File: src/rtcaw_pkg.sv
// Constants shared by the alarm, watchdog and interrupt-pin logic.
// Assumes an 8-bit register port with 21-bit byte addresses.
package rtcaw_pkg;

	// ==========================================
	// Register offsets
	localparam logic [20:0] RTCAW_OFF_EVENT_FLAGS = 21'h1FFFF0;
	localparam logic [20:0] RTCAW_OFF_MATCH_SECONDS = 21'h1FFFF2;
	localparam logic [20:0] RTCAW_OFF_MATCH_MINUTES = 21'h1FFFF3;
	localparam logic [20:0] RTCAW_OFF_MATCH_HOURS = 21'h1FFFF4;
	localparam logic [20:0] RTCAW_OFF_MATCH_DATE = 21'h1FFFF5;
	localparam logic [20:0] RTCAW_OFF_IRQ_CONFIG = 21'h1FFFF6;
	localparam logic [20:0] RTCAW_OFF_TIMEOUT_CONTROL = 21'h1FFFF7;

	// ==========================================
	// event_flags bit positions
	localparam int RTCAW_FL_TIMEOUT = 7;
	localparam int RTCAW_FL_MATCH = 6;
	localparam int RTCAW_FL_SUPPLY_LOSS = 5;
	localparam int RTCAW_FL_BACKUP_FAIL = 4;
	localparam int RTCAW_FL_CAL = 2;
	localparam int RTCAW_FL_UPDATE_LOCK = 1;

	// ==========================================
	// irq_config bit positions
	localparam int RTCAW_IC_TIMEOUT_EN = 7;
	localparam int RTCAW_IC_MATCH_EN = 6;
	localparam int RTCAW_IC_SUPPLY_EN = 5;
	localparam int RTCAW_IC_SQW_EN = 4;
	localparam int RTCAW_IC_HIGH = 3;
	localparam int RTCAW_IC_PULSE = 2;
	localparam int RTCAW_IC_FREQ_HI = 1;
	localparam int RTCAW_IC_FREQ_LO = 0;

	// ==========================================
	// timeout_control bit positions
	localparam int RTCAW_TC_STROBE = 7;
	localparam int RTCAW_TC_WRITE_LOCK = 6;
	localparam int RTCAW_TC_VALUE_MSB = 5;

	// Match-select bit of every alarm field
	localparam int RTCAW_MATCH_SEL = 7;

	// ==========================================
	// Values after reset
	localparam logic [7:0] RTCAW_RST_IRQ_CONFIG = 8'h08;
	localparam logic [5:0] RTCAW_RST_TIMEOUT = 6'h00;
	localparam logic [7:0] RTCAW_RST_MATCH = 8'h80;
	localparam logic [7:0] RTCAW_RST_MATCH_SECONDS = 8'h00;

	// ==========================================
	// Divider taps of the crystal counter
	localparam int RTCAW_DIV_W = 15;
	localparam int RTCAW_TAP_1HZ = 14;
	localparam int RTCAW_TAP_512HZ = 5;
	localparam int RTCAW_TAP_4096HZ = 2;
	localparam logic [9:0] RTCAW_TICK32_LAST = 10'h3FF;

	// ==========================================
	// Timing
	localparam int RTCAW_MCLK_HZ = 25000000;
	localparam int RTCAW_PULSE_MS = 200;
	localparam int RTCAW_PULSE_CYCLES = (RTCAW_MCLK_HZ / 1000) * RTCAW_PULSE_MS;
	localparam logic [1:0] RTCAW_STRAP_SETTLE = 2'h3;

	typedef enum logic [1:0] {
		RTCAW_PIN_IDLE = 2'b00,
		RTCAW_PIN_LEVEL = 2'b01,
		RTCAW_PIN_PULSE = 2'b11
	} rtcaw_pin_e;

endpackage

File: src/rtcaw_div.sv
// Crystal divider: synchronises the 32.768 kHz oscillator pin and
// derives the square-wave taps and the free-running 32 Hz tick.
// Assumes MCLK is far faster than the oscillator.
`timescale 1ns/100ps
`default_nettype none
module rtcaw_div
	import rtcaw_pkg::*;
(
	// Clock and reset
	input wire logic clk,
	input wire logic reset_n,
	// Oscillator pin
	input wire logic osc_pin,
	// Divided outputs
	output logic tick32,
	output logic [3:0] wave
);
	logic osc_s1_r;
	logic osc_s2_r;
	logic osc_d_r;
	logic [RTCAW_DIV_W-1:0] div_r;
	logic osc_rise;

	// ==========================================
	// Two-stage synchroniser, then edge detect
	always_ff @(posedge clk) begin
		if (!reset_n) begin
			osc_s1_r <= 1'b0;
			osc_s2_r <= 1'b0;
			osc_d_r <= 1'b0;
		end else begin
			osc_s1_r <= osc_pin;
			osc_s2_r <= osc_s1_r;
			osc_d_r <= osc_s2_r;
		end
	end

	assign osc_rise = osc_s2_r & ~osc_d_r;

	always_ff @(posedge clk) begin
		if (!reset_n) begin
			div_r <= '0;
		end else if (osc_rise) begin
			div_r <= div_r + 1'b1;
		end
	end

	// Tick is free running and not aligned to any reload
	assign tick32 = osc_rise & (div_r[9:0] == RTCAW_TICK32_LAST);
	assign wave = {osc_s2_r, div_r[RTCAW_TAP_4096HZ], div_r[RTCAW_TAP_512HZ], div_r[RTCAW_TAP_1HZ]};
endmodule
`default_nettype wire

File: src/rtcaw_top.sv
// Alarm comparator, watchdog, event flags and interrupt/square-wave pin.
// Assumes the current time comes in BCD from timekeeping on MCLK and
// that the oscillator, supply and backup-fail pins are asynchronous.
//
// Local design decision: the strobed register port.
`timescale 1ns/100ps
`default_nettype none
module rtcaw_top
	import rtcaw_pkg::*;
#(
	parameter int PULSE_CYCLES = RTCAW_PULSE_CYCLES
) (
	// Clock and reset
	input wire logic MCLK,
	input wire logic RESET_N,
	// Register port
	input wire logic [20:0] ADDR,
	input wire logic [7:0] WDATA,
	input wire logic WR,
	input wire logic RD,
	output logic [7:0] RDATA,
	// Current time, BCD
	input wire logic [7:0] TIME_SECONDS,
	input wire logic [7:0] TIME_MINUTES,
	input wire logic [7:0] TIME_HOURS,
	input wire logic [7:0] TIME_DATE,
	// Oscillator and supply monitors
	input wire logic OSC_32K,
	input wire logic ON_BACKUP,
	input wire logic SUPPLY_LOSS,
	input wire logic BACKUP_FAILED,
	// Interrupt pin
	output logic INT_O,
	output logic INT_OE
);
	logic tick32;
	logic [3:0] wave;
	logic bk_s1_r, bk_s2_r;
	logic pf_s1_r, pf_s2_r, pf_d_r;
	logic bf_s1_r, bf_s2_r;
	logic [1:0] settle_r;
	logic strap_done_r;
	logic host_ok;
	logic wr_ok, rd_ok;
	logic rd_flags, rd_cfg;
	logic [7:0] stage_r [4];
	logic [7:0] match_r [4];
	logic [7:0] now [4];
	logic [3:0] field_ok;
	logic match_now, match_d_r;
	logic lock_r, cal_r;
	logic [7:0] irq_cfg_r;
	logic [5:0] timeout_r;
	logic [5:0] count_r;
	logic strobe;
	logic wd_expire;
	logic fl_timeout_r, fl_match_r, fl_supply_r, fl_backup_r;
	logic set_timeout, set_match, set_supply, set_backup;
	logic pend_nxt, pend_r;
	rtcaw_pin_e pin_r;
	logic [22:0] pulse_cnt_r;
	logic irq_active;
	logic sq_level;

	rtcaw_div u_div (
		.clk(MCLK),
		.reset_n(RESET_N),
		.osc_pin(OSC_32K),
		.tick32(tick32),
		.wave(wave)
	);

	// ==========================================
	// Pin synchronisers
	always_ff @(posedge MCLK) begin
		if (!RESET_N) begin
			bk_s1_r <= 1'b0;
			bk_s2_r <= 1'b0;
			pf_s1_r <= 1'b0;
			pf_s2_r <= 1'b0;
			pf_d_r <= 1'b0;
			bf_s1_r <= 1'b0;
			bf_s2_r <= 1'b0;
		end else begin
			bk_s1_r <= ON_BACKUP;
			bk_s2_r <= bk_s1_r;
			pf_s1_r <= SUPPLY_LOSS;
			pf_s2_r <= pf_s1_r;
			pf_d_r <= pf_s2_r;
			bf_s1_r <= BACKUP_FAILED;
			bf_s2_r <= bf_s1_r;
		end
	end

	// Backup-fail level is caught once, after the synchroniser settles
	always_ff @(posedge MCLK) begin
		if (!RESET_N) begin
			settle_r <= '0;
			strap_done_r <= 1'b0;
		end else if (!strap_done_r) begin
			settle_r <= settle_r + 1'b1;
			strap_done_r <= (settle_r == RTCAW_STRAP_SETTLE);
		end
	end

	assign set_backup = !strap_done_r && (settle_r == RTCAW_STRAP_SETTLE) && bf_s2_r;
	assign set_supply = pf_s2_r & ~pf_d_r;

	// ==========================================
	// Register port decode
	assign host_ok = ~bk_s2_r;
	assign wr_ok = WR & host_ok;
	assign rd_ok = RD & host_ok;
	assign rd_flags = rd_ok && (ADDR == RTCAW_OFF_EVENT_FLAGS);
	assign rd_cfg = rd_ok && (ADDR == RTCAW_OFF_IRQ_CONFIG);

	always_ff @(posedge MCLK) begin
		if (!RESET_N) begin
			RDATA <= '0;
		end else if (rd_ok) begin
			case (ADDR)
				RTCAW_OFF_EVENT_FLAGS: RDATA <= {fl_timeout_r, fl_match_r, fl_supply_r, fl_backup_r,
					1'b0, cal_r, lock_r, 1'b0};
				RTCAW_OFF_MATCH_SECONDS: RDATA <= stage_r[0];
				RTCAW_OFF_MATCH_MINUTES: RDATA <= stage_r[1];
				RTCAW_OFF_MATCH_HOURS: RDATA <= stage_r[2];
				RTCAW_OFF_MATCH_DATE: RDATA <= stage_r[3];
				RTCAW_OFF_IRQ_CONFIG: RDATA <= irq_cfg_r;
				RTCAW_OFF_TIMEOUT_CONTROL: RDATA <= {2'b00, timeout_r};
				default: RDATA <= '0;
			endcase
		end else begin
			RDATA <= '0;
		end
	end

	// ==========================================
	// Update lock and calibration test bit
	always_ff @(posedge MCLK) begin
		if (!RESET_N) begin
			lock_r <= 1'b0;
			cal_r <= 1'b0;
		end else if (wr_ok && ADDR == RTCAW_OFF_EVENT_FLAGS) begin
			lock_r <= WDATA[RTCAW_FL_UPDATE_LOCK];
			cal_r <= WDATA[RTCAW_FL_CAL];
		end
	end

	// ==========================================
	// Alarm staging and working copies
	generate
		for (genvar i = 0; i < 4; i++) begin : g_field
			always_ff @(posedge MCLK) begin
				if (!RESET_N) begin
					stage_r[i] <= (i == 0) ? RTCAW_RST_MATCH_SECONDS : RTCAW_RST_MATCH;
				end else if (wr_ok && ADDR == RTCAW_OFF_MATCH_SECONDS + 21'(i)) begin
					stage_r[i] <= WDATA;
				end
			end

			always_ff @(posedge MCLK) begin
				if (!RESET_N) begin
					match_r[i] <= (i == 0) ? RTCAW_RST_MATCH_SECONDS : RTCAW_RST_MATCH;
				end else if (wr_ok && ADDR == RTCAW_OFF_EVENT_FLAGS && lock_r
						&& !WDATA[RTCAW_FL_UPDATE_LOCK]) begin
					match_r[i] <= stage_r[i];
				end
			end

			assign field_ok[i] = match_r[i][RTCAW_MATCH_SEL]
				| (match_r[i][RTCAW_MATCH_SEL-1:0] == now[i][RTCAW_MATCH_SEL-1:0]);
		end
	endgenerate

	assign now[0] = TIME_SECONDS;
	assign now[1] = TIME_MINUTES;
	assign now[2] = TIME_HOURS;
	assign now[3] = TIME_DATE;

	// Seconds select left at 1 makes the match last a whole minute; only its start flags
	assign match_now = (&field_ok) & ~(match_r[0][RTCAW_MATCH_SEL] & match_r[1][RTCAW_MATCH_SEL]
		& match_r[2][RTCAW_MATCH_SEL] & match_r[3][RTCAW_MATCH_SEL]);

	always_ff @(posedge MCLK) begin
		if (!RESET_N) begin
			match_d_r <= 1'b0;
		end else begin
			match_d_r <= match_now;
		end
	end

	assign set_match = match_now & ~match_d_r;

	// ==========================================
	// Interrupt configuration
	always_ff @(posedge MCLK) begin
		if (!RESET_N) begin
			irq_cfg_r <= RTCAW_RST_IRQ_CONFIG;
		end else if (wr_ok && ADDR == RTCAW_OFF_IRQ_CONFIG) begin
			irq_cfg_r <= WDATA;
		end
	end

	// ==========================================
	// Watchdog
	assign strobe = wr_ok && (ADDR == RTCAW_OFF_TIMEOUT_CONTROL) && WDATA[RTCAW_TC_STROBE];

	always_ff @(posedge MCLK) begin
		if (!RESET_N) begin
			timeout_r <= RTCAW_RST_TIMEOUT;
		end else if (wr_ok && ADDR == RTCAW_OFF_TIMEOUT_CONTROL && !WDATA[RTCAW_TC_WRITE_LOCK]) begin
			timeout_r <= WDATA[RTCAW_TC_VALUE_MSB:0];
		end
	end

	assign wd_expire = tick32 && !strobe && (timeout_r != '0) && (count_r == 6'h01);

	always_ff @(posedge MCLK) begin
		if (!RESET_N) begin
			count_r <= RTCAW_RST_TIMEOUT;
		end else if (strobe) begin
			count_r <= (wr_ok && !WDATA[RTCAW_TC_WRITE_LOCK]) ? WDATA[RTCAW_TC_VALUE_MSB:0] : timeout_r;
		end else if (timeout_r == '0) begin
			count_r <= timeout_r;
		end else if (tick32) begin
			count_r <= (count_r <= 6'h01) ? timeout_r : count_r - 1'b1;
		end
	end

	assign set_timeout = wd_expire;

	// ==========================================
	// Event flags: set beats read clear
	always_ff @(posedge MCLK) begin
		if (!RESET_N) begin
			fl_timeout_r <= 1'b0;
			fl_match_r <= 1'b0;
			fl_supply_r <= 1'b0;
			fl_backup_r <= 1'b0;
		end else begin
			fl_timeout_r <= set_timeout | (fl_timeout_r & ~rd_flags);
			fl_match_r <= set_match | (fl_match_r & ~rd_flags);
			fl_supply_r <= set_supply | (fl_supply_r & ~rd_flags);
			fl_backup_r <= set_backup | (fl_backup_r & ~rd_flags);
		end
	end

	// ==========================================
	// Interrupt pin state
	assign pend_nxt = (set_timeout & irq_cfg_r[RTCAW_IC_TIMEOUT_EN])
		| (set_match & irq_cfg_r[RTCAW_IC_MATCH_EN])
		| (set_supply & irq_cfg_r[RTCAW_IC_SUPPLY_EN]);

	always_ff @(posedge MCLK) begin
		if (!RESET_N) begin
			pend_r <= 1'b0;
		end else begin
			pend_r <= pend_nxt & host_ok;
		end
	end

	always_ff @(posedge MCLK) begin
		if (!RESET_N) begin
			pin_r <= RTCAW_PIN_IDLE;
			pulse_cnt_r <= '0;
		end else begin
			case (pin_r)
				RTCAW_PIN_IDLE: begin
					if (pend_r) begin
						pin_r <= irq_cfg_r[RTCAW_IC_PULSE] ? RTCAW_PIN_PULSE : RTCAW_PIN_LEVEL;
						pulse_cnt_r <= 23'(PULSE_CYCLES - 1);
					end
				end
				RTCAW_PIN_LEVEL: begin
					if ((rd_flags || rd_cfg) && !pend_r) begin
						pin_r <= RTCAW_PIN_IDLE;
					end
				end
				RTCAW_PIN_PULSE: begin
					if (rd_flags && !pend_r) begin
						pin_r <= RTCAW_PIN_IDLE;
					end else if (pulse_cnt_r == '0) begin
						pin_r <= RTCAW_PIN_IDLE;
					end else begin
						pulse_cnt_r <= pulse_cnt_r - 1'b1;
					end
				end
				default: pin_r <= RTCAW_PIN_IDLE;
			endcase
		end
	end

	assign irq_active = (pin_r != RTCAW_PIN_IDLE) & host_ok;

	// ==========================================
	// Pin source select and driver
	always_comb begin
		case ({irq_cfg_r[RTCAW_IC_FREQ_HI], irq_cfg_r[RTCAW_IC_FREQ_LO]})
			2'b00: sq_level = wave[0];
			2'b01: sq_level = wave[1];
			2'b10: sq_level = wave[2];
			default: sq_level = wave[3];
		endcase
	end

	always_ff @(posedge MCLK) begin
		if (!RESET_N) begin
			INT_O <= 1'b0;
			INT_OE <= 1'b0;
		end else if (!host_ok) begin
			INT_O <= 1'b0;
			INT_OE <= 1'b0;
		end else if (cal_r) begin
			INT_O <= wave[1];
			INT_OE <= 1'b1;
		end else if (irq_cfg_r[RTCAW_IC_SQW_EN]) begin
			INT_O <= sq_level;
			INT_OE <= 1'b1;
		end else if (irq_cfg_r[RTCAW_IC_HIGH]) begin
			INT_O <= irq_active;
			INT_OE <= 1'b1;
		end else begin
			INT_O <= 1'b0;
			INT_OE <= irq_active;
		end
	end
endmodule
`default_nettype wire

File: config.mk
export PLATFORM = sky130hd
export DESIGN_NAME = rtcaw_top
export DESIGN_NICKNAME = d
export VERILOG_FILES = /design/src/rtcaw_pkg.sv /design/src/rtcaw_div.sv /design/src/rtcaw_top.sv
export SDC_FILE = /design/constraint.sdc
export NUM_CORES = 1
export LEC_CHECK = 0
export ABC_AREA = 0
export BUFFER_PORTS_ARGS = -buffer_cell sky130_fd_sc_hd__clkbuf_2
export CORE_ASPECT_RATIO = 0.6
export CORE_MARGIN = 8
export CORE_UTILIZATION = 64
export DETAILED_ROUTE_END_ITERATION = 10
export PLACE_DENSITY = 0.95
export SYNTH_ARGS = -nofsm -noshare
export SYNTH_HDL_FRONTEND = slang
export SYNTH_SLANG_ARGS = --single-unit
File: constraint.sdc
create_clock -name MCLK -period 12.2 [get_ports MCLK]
set_input_delay 2.44 -clock MCLK [delete_from_list [all_inputs] [get_ports MCLK]]
set_output_delay 2.44 -clock MCLK [all_outputs]
set_load 0.01 [all_outputs]
# [Yosys cells after proc, flatten, opt, wreduce, memory -nomap -nowiden]
# Memory sizes are Yosys's and may differ from the RTL's.
# Index checks and enable logic that the tools add are counted.
[word_totals] register_bits=91 mem_bits_rw=64 inputBits=69 out_inout_bits=10 word_cells=191 memories=2
[op_classes] n_addsub=4 order_cmp=1 n_eq_ne=23 n_mux=48 bitwise=44 n_reduce_logical=40
[memory_table] name="match_r" depth=4 word_bits=8 rd=4 rd_clocked_by_memory_dff=0 wr=4 line="rtcaw_top.sv:47" rtl="logic [7:0] match_r [4];"
[memory_table] name="stage_r" depth=4 word_bits=8 rd=4 rd_clocked_by_memory_dff=0 wr=4 line="rtcaw_top.sv:46" rtl="logic [7:0] stage_r [4];"
[op_table] operator="$eq A21 B21 Y1 const B" count=7
[op_table] operator="$mux W23" count=3
[op_table] operator="$mux W8" count=8
[op_table] operator="$pmux W8 S7" count=1
[op_table] operator="$pmux W23 S2" count=1
[op_table] operator="$mux W6" count=5
[op_table] operator="$eq A7 B7 Y1" count=4
[op_table] operator="$logic_not A23 Y1" count=1
[op_table] operator="$mux W1" count=23
[op_table] operator="$sub A23 B1 Y23 const B" count=1
[op_table] operator="$logic_and A1 B1 Y1" count=21
[op_table] operator="$and A1 B1 Y1" count=19
[op_table] operator="$or A1 B1 Y1" count=18
[op_table] operator="$add A15 B1 Y15 const B" count=1
[op_table] operator="$eq A10 B10 Y1 const B" count=1
[op_table] operator="$mux W2" count=5
[op_table] operator="$ne A2 B2 Y1 const B" count=4
[op_table] operator="$reduce_and A4 Y1" count=2
[op_table] operator="$not A1 Y1" count=7
[op_table] operator="$eq A2 B2 Y1 const B" count=3
[op_table] operator="$eq A6 B1 Y1 const B" count=1
[op_table] operator="$le A6 B1 Y1 const B" count=1
[op_table] operator="$logic_not A6 Y1" count=1
[op_table] operator="$pmux W2 S3" count=1
[op_table] operator="other kinds (14)" count=21

# [Depth between registers and ports, before layout]
[logic_depth] depth_word=12 ltp_mapped=9 depth_no_buf=7

# [Hierarchy]
# Synthesis repeated with hierarchy kept, for this count alone.
[hier_totals] cells_unflattened=718 hier_area_um2=7606.0
[modules_own_cells] mod="rtcaw_top" n_inst=1 cells_each=627 area_each_um2=6744.0 seq_area_each_um2=3383.2
[modules_own_cells] mod="rtcaw_div" n_inst=1 cells_each=91 area_each_um2=862.1 seq_area_each_um2=360.3

# [Least setup slack after synthesis]
# Ideal clock, no wire load.
[synth_timing] kind="input-to-reg" startpoint="input ADDR[3]" endpoint="memory match_r[0][0] (enable)" arrival_ns=5.798 required_time_ns=11.734 slack_ns=5.936 cell_stages=4 path_cell_list="nand2b_4 nor4_1 nand4_1 o21ai_0"
[synth_rtl] element="start: declaration" line="rtcaw_top.sv:17" rtl="input wire logic [20:0] ADDR,"
[synth_rtl] element="end: declaration" line="rtcaw_top.sv:47"

==> qor.txt <==
Outcome - complete, no violations
Pre-CTS setup slack - 6.86 ns
Initial antenna violation count - 1
H-tree depth - 4
Yosys top cell by area - edfxtp_1
Vias per cell - 6.40
Synth Warn # - 0
Hold Path Sink - u_div.osc_s2_r
TritonCTS Buffers - 17
Floorplan core area - 0.0114 sq mm
Clock sinks - 155
RSZ-0062 raised after global routing - false
Post-CTS Resized - 0
Seq/Total Area, Yosys - 49.7%
Routed length on met1 - 7840 um
Min-delay src - u_div.osc_s1_r
Clock buffer depth - 2
Leading cell types in the layout, fill and taps excluded - dfxtp_1, and2_1, clkbuf_2, nor2_1, edfxtp_1
Hold Crit Class - register to register
Critical path launch point type - primary input
Fmax - 201 MHz
# DRC - 0
Synth Cell Area - 0.00753 sq mm
Post-CTS Setup Bufs - 0
CTS tree - built
Die Wd - 156 um
Top layer reached by signal wires - met5
Least-Margin Pin Slew - 1.35 ns
Grt total ovfl - 0
Max_slew headroom - 10.0%
Final worst path period share - 40.8%
Area growth, synth to finish - 13.7%
Placer Congestion - 0.992
WL final - 19800 um
Met3 wire length - 2430 um
R2R Path Start - pulse_cnt_r[0]
R2R depth - 7
DP Wirelength - 13800 um
Post-Synthesis Net Count - 792
Hold bufs inserted after CTS - 0
Die Y - 100 um
Die area - 0.0156 sq mm
Max cap viols - 0
Top-area cell type share of the netlist area - 25.5%
Starting density of the core - 66.2%
Root buffer cell - clkbuf_16
Synthesized instance count - 718
Final worst-path setup slack - 7.22 ns
First-pass GRT wire length - 30900 um
Vias in the first global route - 5958
Pwr dens - 135 mW/mm^2
Largest net degree at the start of global routing - 50
Synth Area per Inst - 10.5 sq um
Fin Clk Skew - 0.0115 ns
Tmin final - 4.98 ns
Critical path required time - 12.23 ns
DR vias - 6134
Drt wl/cell - 20.7 um
LEAKAGE - 3.20 nW
Crit path kind - primary input to register
Reg clk slew, reported paths - 0.06 ns
DR WL met2 - 9000 um
Clock latency on the worst-skew pair - 0.42 ns
Commonest non-fill, non-tap cell in the layout - dfxtp_1
1st-iter DRT viols - 740
Row Count - 30
Final Max Slew Viols - 0
Global-route usage over all layers - 25.4%
Top_reg_cell synth - dfxtp_1
# diodes - 0
Yosys cell types - 78
Port Buffers - 74
DP Area - 0.00796 sq mm
Nets - 860
Finished layout cell area - 0.00856 sq mm
Final core utilization - 75.3%
FF-to-FF End - pulse_cnt_r[1]
ANT nets after route - 0
Setup TNS - 0 ns
Finish-stage setup viols - 0
Top cells by area, synth - edfxtp_1, dfxtp_1, and2_1
CP max FO - 10
Critical Path Sink Type - register
VDD IR-drop max - 0.0000987 V
Layout cells sized above 1 - 18.0%
Hold Path Depth - 1
Reg2reg setup slack - 9.17 ns
Synth Register Bits - 155
IO Count - 79
Number of synthesized flops with an enable pin - 64
FFs w/ async S/R, synth - 0%
TritonRoute pass-1 iters - 7
Arrival time worst endpoint - 5.01 ns
Final hold viol count - 0
logic make-up (layout without fill, tap and decap cells):
family / Yosys count / in the layout / synth area share (%)
and+or+nand+nor: 316 / 316 / 24.6
DFF: 155 / 155 / 49.7
AOI/OAI and AO/OA: 129 / 129 / 12.1
xor gates and xnor gates: 40 / 40 / 4.65
buffers and inverters: 37 / 117 / 2.83
muxes: 36 / 36 / 5.20
adders and majority gates: 5 / 5 / 0.831
critical path, cell delays in order:
cell	delay [ns]
clkbuf_2	0.08
nand2b_4	0.13
or4_4	0.65
nor2_1	0.57
nand2_1	0.18
o31ai_1	0.95
layer usage:
| layer | vias up | GRT usage (%) |
|---|---|---|
| met5 | - | 0 |
| met4 | 2 | 10.5 |
| met3 | 60 | 7.64 |
| met2 | 371 | 39.9 |
| met1 | 2903 | 32.2 |
| li1 | 2798 | - |
area by class of cell:
cell class,count,area (sq um)
Clock inverter,12,174
Tap cell,160,200
Multi-Input combinational cell,526,3580
Timing Repair Buffer,78,400
Clock buffer,19,433
Inverter,8,30.0
Fill cell,751,2810
Sequential cell,155,3740
metrics by stage:
stage | std cells | hold slack (ns) | total power [mW]
after floorplan | 718 | 0.412 | 0.597
after global placement | 927 | 0.416 | 0.618
after detailed placement | 927 | 0.423 | 0.622
after CTS | 958 | 0.436 | 1.16
after global routing | 958 | 0.445 | 1.18
final | 958 | 0.435 | 1.16
where the power goes:
part           leakage, nW  internal (mW)  total [mW]  switching (mW)
clock                0.279          0.340       0.545           0.205
combinational         1.53         0.0219      0.0576          0.0357
sequential            1.39          0.549       0.556         0.00692
total                 3.20          0.911        1.16           0.248
how the worst max path moves through the flow:
stage	startpoint	to	slack, ns	cells after the start
final	ADDR[3]	stage_r[0][2]	7.22	6
after global routing	ADDR[11]	stage_r[0][2]	7.10	6
after CTS	ADDR[3]	stage_r[0][4]	7.30	6
after detailed placement	ADDR[3]	stage_r[0][4]	6.86	6
after global placement	ADDR[3]	stage_r[0][1]	6.98	6
after floorplan	ADDR[3]	match_r[0][0]	5.94	4
registers in the layout, indices dropped and copies added, names as in the netlist, 2 cells and up:
| name | count |
|---|---|
| match_r | 32 |
| stage_r | 32 |
| pulse_cnt_r | 23 |
| u_div.div_r | 15 |
| RDATA | 8 |
| irq_cfg_r | 8 |
| count_r | 6 |
| timeout_r | 6 |
| pin_r | 2 |
| settle_r | 2 |
synthesized netlist by cell type, types with 14 or more instances:
cell type / count
dfxtp_1: 91
and2_1: 74
nor2_1: 71
edfxtp_1: 64
nand2_1: 35
a21oi_1: 33
mux2i_1: 29
xor2_1: 28
clkbuf_1: 19
o21ai_0: 18
nor3_1: 16
o31ai_1: 16
nand3_1: 15
nand4_1: 15
nand2b_1: 14
Note: power is estimated with default switching activity, not from simulation.
